## src/inc/startup_timeout_map.vh

```
`ifndef STARTUP_TIMEOUT_MAP_VH
`define STARTUP_TIMEOUT_MAP_VH
// ----------------------------------------
// command codes
// ----------------------------------------
`define CMD_STARTUP_TIMEOUT_LIMIT 8'h62
`define CMD_STARTUP_TIMEOUT_RESPONSE 8'h63
// ----------------------------------------
// response byte fields
// ----------------------------------------
`define RESP_ACTION_HI 7
`define RESP_ACTION_LO 6
`define RESP_RETRY_HI 5
`define RESP_RETRY_LO 3
`define RESP_DELAY_HI 2
`define RESP_DELAY_LO 0
`define ACT_IGNORE 2'b00
`define ACT_RUN_DELAY 2'b01
`define ACT_DISABLE_RETRY 2'b10
`define ACT_LATCH_OFF 2'b11
`define RETRY_NONE 3'b000
`define RETRY_FOREVER 3'b111
// ----------------------------------------
// reset values
// ----------------------------------------
`define LIMIT_RESET 16'h0000
`define RESPONSE_RESET 8'h00
// ----------------------------------------
// timing
// ----------------------------------------
`define MS_TIME_NS 1000000
`define CLK_PERIOD_NS 10
`define MS_CYCLES (`MS_TIME_NS / `CLK_PERIOD_NS)
`endif

```

## src/hdl/startup_timeout_fault_handler.v

```verilog
`timescale 1ns/1ps
`default_nettype none
`include "startup_timeout_map.vh"

// Behaviour
// [RULE_01] A 16-bit startup limit in milliseconds is written and read back by the host.
// [RULE_02] Output not above the undervoltage limit within the limit raises a timeout fault.
// [RULE_03] A limit of zero disables the timeout and the fault is never raised.
// [RULE_04] The response byte holds the action in bits 7:6, and code 00 ignores the fault.
// [RULE_05] Code 01 keeps running for the delay, then follows the retry field if still faulty.
// [RULE_06] Code 10 disables the output at once and then follows the retry field.
// [RULE_07] Code 11 latches the output off until a clear, reset, off-on cycle or bias loss.
// [RULE_08] Retry field 000 keeps the output off until the fault is cleared.
// [RULE_09] Retry codes 001 to 101 try one to five restarts, then stay off until cleared.
// [RULE_10] Restart attempts start a delay field count of time units apart.
// [RULE_11] Retry 110 tries six times and 111 retries until commanded off.
// [RULE_12] The delay field selects two to the power of its value time units, 1 to 128.
// [RULE_13] The time unit is the one configured for output voltage faults.
// [RULE_14] The attempt counter clears after a good startup or a fault clear; the code clears it on a clear request only in S_OFF.
module startup_timeout_fault_handler #(
  parameter MS_CYCLES = `MS_CYCLES,
  parameter UNIT_W = 24
) (
  input wire clk,
  input wire rst_n,
  input wire [7:0] cmd_code,
  input wire [15:0] wr_data,
  input wire wr_en,
  output reg [15:0] rd_data,
  input wire [UNIT_W-1:0] vout_fault_unit_ms,
  input wire enable_cmd,
  input wire uv_ok_raw,
  input wire clear_faults,
  output reg output_enable_ff,
  output reg timeout_fault_ff,
  output reg latched_off_ff
);

  // ----------------------------------------
  // registers
  // ----------------------------------------
  reg [15:0] limit_ff;
  reg [7:0] response_ff;
  wire [1:0] action = response_ff[`RESP_ACTION_HI:`RESP_ACTION_LO];
  wire [2:0] retry_set = response_ff[`RESP_RETRY_HI:`RESP_RETRY_LO];
  wire [2:0] delay_sel = response_ff[`RESP_DELAY_HI:`RESP_DELAY_LO];

  // host writes; the limit is word wide, the response a byte
  always @(posedge clk or negedge rst_n) begin
    if (!rst_n) begin
      limit_ff <= `LIMIT_RESET;
      response_ff <= `RESPONSE_RESET;
    end else if (wr_en) begin
      if (cmd_code == `CMD_STARTUP_TIMEOUT_LIMIT) begin
        limit_ff <= wr_data; // RULE_01
      end else if (cmd_code == `CMD_STARTUP_TIMEOUT_RESPONSE) begin
        response_ff <= wr_data[7:0]; // RULE_04
      end
    end
  end

  // read back, unknown codes give zero
  always @(posedge clk or negedge rst_n) begin
    if (!rst_n) begin
      rd_data <= 16'h0000;
    end else begin
      case (cmd_code)
        `CMD_STARTUP_TIMEOUT_LIMIT: rd_data <= limit_ff; // RULE_01
        `CMD_STARTUP_TIMEOUT_RESPONSE: rd_data <= {8'h00, response_ff};
        default: rd_data <= 16'h0000;
      endcase
    end
  end

  // ----------------------------------------
  // pin synchronisers
  // ----------------------------------------
  reg [2:0] sync1_ff;
  reg [2:0] sync2_ff;
  always @(posedge clk or negedge rst_n) begin
    if (!rst_n) begin
      sync1_ff <= 3'b000;
      sync2_ff <= 3'b000;
    end else begin
      sync1_ff <= {clear_faults, uv_ok_raw, enable_cmd};
      sync2_ff <= sync1_ff;
    end
  end
  wire en_s = sync2_ff[0];
  wire uv_ok = sync2_ff[1];
  wire clr_s = sync2_ff[2];
  reg en_d_ff;
  always @(posedge clk or negedge rst_n) begin
    if (!rst_n) begin
      en_d_ff <= 1'b0;
    end else begin
      en_d_ff <= en_s;
    end
  end
  // an off-then-on cycle counts as a clear
  wire fault_clear = clr_s | (en_s & ~en_d_ff); // RULE_07

  // ----------------------------------------
  // millisecond tick
  // ----------------------------------------
  reg [31:0] pre_ff;
  wire ms_tick = (pre_ff == MS_CYCLES - 1);
  always @(posedge clk or negedge rst_n) begin
    if (!rst_n) begin
      pre_ff <= 32'h0000_0000;
    end else begin
      pre_ff <= ms_tick ? 32'h0000_0000 : pre_ff + 32'h0000_0001;
    end
  end

  // delay length in ms: 2^sel units of the vout fault unit
  function [UNIT_W+7:0] delay_ms;
    input [2:0] sel;
    input [UNIT_W-1:0] unit;
    begin
      delay_ms = {8'h00, unit} << sel; // RULE_12 RULE_13
    end
  endfunction

  // ----------------------------------------
  // sequencer
  // ----------------------------------------
  localparam S_IDLE = 3'd0;
  localparam S_RAMP = 3'd1;
  localparam S_RUN = 3'd2;
  localparam S_GRACE = 3'd3;
  localparam S_WAIT = 3'd4;
  localparam S_OFF = 3'd5;
  // counter increment sized to the counter, so a wider unit never truncates silently
  localparam [UNIT_W+7:0] CNT_ONE = {{(UNIT_W+7){1'b0}}, 1'b1};

  reg [2:0] state_ff;
  reg [UNIT_W+7:0] cnt_ff;
  reg [2:0] tries_ff;
  wire limit_hit = (limit_ff != 16'h0000) && ms_tick &&
                   (cnt_ff + CNT_ONE >= {{(UNIT_W-8){1'b0}}, limit_ff});
  wire delay_done = ms_tick && (cnt_ff + CNT_ONE >= delay_ms(delay_sel, vout_fault_unit_ms));
  wire retry_left = (retry_set == `RETRY_FOREVER) || (tries_ff < retry_set); // RULE_09 RULE_11

  always @(posedge clk or negedge rst_n) begin
    if (!rst_n) begin
      state_ff <= S_IDLE;
      cnt_ff <= {(UNIT_W+8){1'b0}};
      tries_ff <= 3'b000;
      output_enable_ff <= 1'b0;
      timeout_fault_ff <= 1'b0;
      latched_off_ff <= 1'b0;
    end else if (!en_s) begin
      // commanded off ends every attempt, latch-off and endless retry; the fault flag keeps its value
      state_ff <= S_IDLE;
      output_enable_ff <= 1'b0;
      tries_ff <= 3'b000;
      latched_off_ff <= 1'b0;
      // a clear request is honoured while off too, nothing can set the flag here
      if (clr_s) begin
        timeout_fault_ff <= 1'b0; // RULE_07
      end
    end else begin
      if (ms_tick) begin
        cnt_ff <= cnt_ff + CNT_ONE;
      end
      case (state_ff)
        S_IDLE: begin
          state_ff <= S_RAMP;
          cnt_ff <= {(UNIT_W+8){1'b0}};
          output_enable_ff <= 1'b1;
        end
        S_RAMP: begin
          if (uv_ok) begin
            state_ff <= S_RUN;
            tries_ff <= 3'b000; // RULE_14
          end else if (limit_hit) begin // RULE_02 RULE_03
            timeout_fault_ff <= 1'b1;
            cnt_ff <= {(UNIT_W+8){1'b0}};
            case (action)
              `ACT_IGNORE: state_ff <= S_RUN; // RULE_04
              `ACT_RUN_DELAY: state_ff <= S_GRACE; // RULE_05
              `ACT_DISABLE_RETRY: begin // RULE_06
                output_enable_ff <= 1'b0;
                state_ff <= retry_left ? S_WAIT : S_OFF; // RULE_08
                latched_off_ff <= ~retry_left;
              end
              default: begin // RULE_07
                output_enable_ff <= 1'b0;
                latched_off_ff <= 1'b1;
                state_ff <= S_OFF;
              end
            endcase
          end
        end
        S_GRACE: begin
          if (uv_ok) begin
            state_ff <= S_RUN;
            tries_ff <= 3'b000;
          end else if (delay_done) begin // RULE_05
            output_enable_ff <= 1'b0;
            cnt_ff <= {(UNIT_W+8){1'b0}};
            state_ff <= retry_left ? S_WAIT : S_OFF;
            latched_off_ff <= ~retry_left;
          end
        end
        S_WAIT: begin
          if (delay_done) begin // RULE_10
            tries_ff <= tries_ff + 3'b001;
            state_ff <= S_IDLE;
          end
        end
        S_OFF: begin
          if (fault_clear) begin // RULE_07 RULE_14
            latched_off_ff <= 1'b0;
            tries_ff <= 3'b000;
            state_ff <= S_IDLE;
          end
        end
        S_RUN: begin
          output_enable_ff <= 1'b1;
        end
        default: state_ff <= S_IDLE;
      endcase
      // clear loses only to a fault set in the same cycle
      if (fault_clear && !(state_ff == S_RAMP && limit_hit && !uv_ok)) begin
        timeout_fault_ff <= 1'b0;
      end
    end
  end

endmodule // startup_timeout_fault_handler
`default_nettype wire

```

## config.mk

```make
export PLATFORM = sky130hd
export DESIGN_NAME = startup_timeout_fault_handler
export DESIGN_NICKNAME = d
export VERILOG_FILES = /design/src/hdl/startup_timeout_fault_handler.v
export VERILOG_INCLUDE_DIRS = /design/src /design/src/inc
export SDC_FILE = /design/constraint.sdc
export NUM_CORES = 1
export LEC_CHECK = 0
export BUFFER_PORTS_ARGS = -buffer_cell sky130_fd_sc_hd__buf_2
export CORE_UTILIZATION = 60
export DETAILED_ROUTE_END_ITERATION = 10
export GPL_ROUTABILITY_DRIVEN = 0
export PLACE_DENSITY = 0.91
export SLEW_MARGIN = 20
export SYNTH_ARGS = -nofsm -noshare
export SYNTH_HDL_FRONTEND = slang
export SYNTH_SLANG_ARGS = --single-unit
```

## constraint.sdc

```tcl
create_clock -name clk -period 8.2 [get_ports clk]
set_clock_uncertainty 0.15 [all_clocks]
set_input_delay 1.23 -clock clk [delete_from_list [all_inputs] [get_ports clk]]
set_output_delay 1.23 -clock clk [all_outputs]
set_load 0.005 [all_outputs]
```

==> flow_summary_export.csv <==
group,metric,value,unit
critical_path,worst_ep_arrival_time,5.46,ns
global_route,grt_pass1_wl,33900,µm
clocking,clock-sinks,120,
critical_path,max_stage_delay,0.55,ns
cells_and_area,fillCellCount,902,
yosys,netlist_area,0.00807,mm²
critical_path,critPathCapture,"cnt_ff[26]$_DFFE_PN0P_",
critical_path,path_max_fanout,7,
timing,finalSetupViolations,0,
floorplan,rows,42,
critical_path,crit_buf_inv,0,
cells_and_area,fin_cells,1100,
drt,routed_wl,20600,µm
clocking,clock_path_buffers,2,
global_route,antenna_found_initial,0,
floorplan,chipHeight,118,µm
yosys,synth_edf_count,0,
global_route,grtUsageTotal,30.9,%
critical_path,critPathTopFamily,"simple AND/OR/NAND/NOR gates",
clocking,ctsResizeCount,0,
yosys,yosysWarnings,0,
timing,slew_headroom,37.7,%
yosys,ys.flop_type,"dfrtp_1",
drt,drc,0,
place,placed_cells,1068,
timing,drv_slew,0,
yosys,synth-seq-cells,120,
timing,hold_viol_final,0,
timing,rsz0062_at_grt,"false",
floorplan,dieWidth,118,µm
yosys,syn-num-nets,956,
drt,drt-initial-drc-count,602,
yosys,synthArstFlopShare,100,%
cells_and_area,nNetsFinal,1016,
clocking,h-tree-depth,4,
yosys,synthesis.instances,851,
clocking,postCtsHoldBufs,0,
floorplan,start_util,61.2,%
drt,ant_nets,0,
yosys,synth.avg_cell_area,9.48,µm²
critical_path,reg2reg_slack,2.92,ns
cells_and_area,multiInputGateArea,0.00480,mm²
clocking,clk_latency,0.43,ns
hold_path,hold_path_class,"register to register",
pwr,pwr_density_cell,177,mW/mm²
critical_path,crit_cells,14,
floorplan,fp.dieArea,0.0139,mm²
floorplan,core,0.0132,mm²
timing,tns,0,ns
cells_and_area,seq_area,0.00300,mm²
yosys,seq_area_frac_synth,37.2,%
critical_path,worstSetupPathType,"register to register",
cells_and_area,drive_gt1_share,18.3,%
timing,min_period_over_period,64.3,%
critical_path,slowest_stage,"nor4bb_1",
global_route,gr-total-overflow,0,
timing,tightest_slew,0.926,ns
critical_path,cp-end-kind,"register",
drt,wl_per_cell,18.7,µm
place,port_buffers,72,
timing,fmax,190,MHz
cells_and_area,syn_to_final_growth,13.5,%
global_route,grt_pass1_vias,6858,
flow_run,cap_viol_max_count,0,
pwr,power.total,0.00162,W
drt,num_vias,6995,
critical_path,r2r-end,"cnt_ff[26]$_DFFE_PN0P_",
run_status,status,"finished, final reports clean",
pwr,ir_worst_vdd,0.000190,V
drt,via_per_inst,6.36,
floorplan,pin_count,73,
cells_and_area,antenna_cells,0,
critical_path,crit_path_frequent_cell,"ha_1",
critical_path,path_cells,"ha_1 -> nand3_2 -> nor3_1 -> xor2_1 -> ha_1 -> a21o_1 -> a21oi_1 -> o311ai_0 -> a21boi_0 -> nor4bb_1 -> a211oi_1 -> o31a_1 -> or4_1 -> o21ai_0",
critical_path,worstSetupStartpointType,"register",
critical_path,startpoint,"cnt_ff[0]$_DFFE_PN0P_",
pwr,p_leak,4.21,nW
drt,drt-pass1-iter-count,7,
yosys,ys_types,69,
critical_path,worstPathRequired,8.38,ns
critical_path,reg2reg_from,"cnt_ff[0]$_DFFE_PN0P_",
place,dp_hpwl,14500,µm
clocking,numCtsBuffers,17,
clocking,cts_setup_buffers,0,
clocking,cts_tree,"done",
global_route,grt_start_max_net_pins,86,
critical_path,r2r_cells,14,
clocking,cts_root_buf,"clkbuf_16",
timing,fin_crit,5.28,ns
clocking,clkTransAtPathRegs,0.06,ns
[per-stage QoR]
step	hold slack (ns)	worst slack (ns)	area (µm²)	utilization [%]
4_1_cts	0.204	3.19	9160	69.4
3_5_place_dp	0.192	3.29	8560	64.9
5_1_grt	0.217	2.38	9160	69.5
6_report	0.205	2.92	9160	69.5
2_1_floorplan	0.181	3.87	8070	-
3_3_place_gp	0.184	3.38	8560	64.9
[where the power goes]
group	internal, W	switching (W)	total [W]
Combinational	0.0000942	0.000150	0.000244
Sequential	0.000607	0.0000221	0.000629
Clock	0.000464	0.000286	0.000750
[logic make-up after synthesis]
kind of cell,count (synthesis),synth area share (%)
simple gates,323,20.3
compound gates,131,11.0
flops,120,37.2
xor+xnor,78,8.46
mux,77,11.6
buf+inv,71,3.46
fa+ha+maj,51,7.91
[cell usage after synthesis, drive strengths merged, types with 8 or more instances]
cell type	instances	share of area, %
dfrtp	120	37
nor2	96	4.5
nand2	59	2.7
xnor2	52	5.6
ha	51	7.9
mux2i	41	5.1
nand3	41	2.7
a21oi	36	2.2
inv	32	1.5
clkbuf	29	1.4
xor2	26	2.8
mux2	25	3.5
o21ai	25	1.6
nand4	20	1.6
nor3	18	1.1
nor4	18	1.5
a21o	16	1.5
and3	15	1.2
mux4	11	3.1
buf	10	0.56
nor2b	10	0.78
a211oi	8	0.74
nand2b	8	0.62
[area by class of cell]
class	instances	share of cell area [%]
Clock buffer	19	4.94
Inverter	32	1.31
Timing Repair Buffer	80	4.66
Clock inverter	13	1.56
Sequential cell	120	32.8
Tap cell	176	2.40
Multi-Input combinational cell	660	52.3
[sequential cells by signal, summed over array words and instances (netlist names)]
register,count
rd_data,16
output_enable_ff,1
latched_off_ff,1
pre_ff,32
limit_ff,16
sync2_ff,3
sync1_ff,3
en_d_ff,1
cnt_ff,32
timeout_fault_ff,1
tries_ff,3
state_ff,3
response_ff,8
[layout by cell type (no fill, tap or decap), drive strengths merged, types with 26 or more instances in the layout]
| cell | netlist | final |
|---|---|---|
| xnor2 | 52 | 52 |
| mux2i | 41 | 41 |
| xor2 | 26 | 26 |
| nor2 | 96 | 96 |
| buf | 10 | 80 |
| dfrtp | 120 | 120 |
| ha | 51 | 51 |
| nand3 | 41 | 41 |
| nand2 | 59 | 59 |
| a21oi | 36 | 36 |
| inv | 32 | 35 |
[how the worst min path moves through the flow]
stage	end	cells after the start	slack, ns	startpoint
final	sync2_ff[0]$_DFF_PN0_	0	0.21	sync1_ff[0]$_DFF_PN0_
after CTS	sync2_ff[2]$_DFF_PN0_	0	0.20	sync1_ff[2]$_DFF_PN0_
after global routing	sync2_ff[0]$_DFF_PN0_	0	0.22	sync1_ff[0]$_DFF_PN0_
after floorplan	sync2_ff[0]$_DFF_PN0_	0	0.18	sync1_ff[0]$_DFF_PN0_
after global placement	sync2_ff[0]$_DFF_PN0_	0	0.18	sync1_ff[0]$_DFF_PN0_
after detailed placement	sync2_ff[2]$_DFF_PN0_	0	0.19	sync1_ff[2]$_DFF_PN0_
[metal layers]
| metal | vias up | routed length, µm | global-route usage (%) |
|---|---|---|---|
| met5 | - | 0 | 0 |
| li1 | 3203 | - | - |
| met2 | 382 | 9810 | 50.4 |
| met4 | 0 | 765 | 13.7 |
| met3 | 83 | 1720 | 7.22 |
| met1 | 3327 | 8260 | 39.1 |
(Power assumes the default switching activity.)
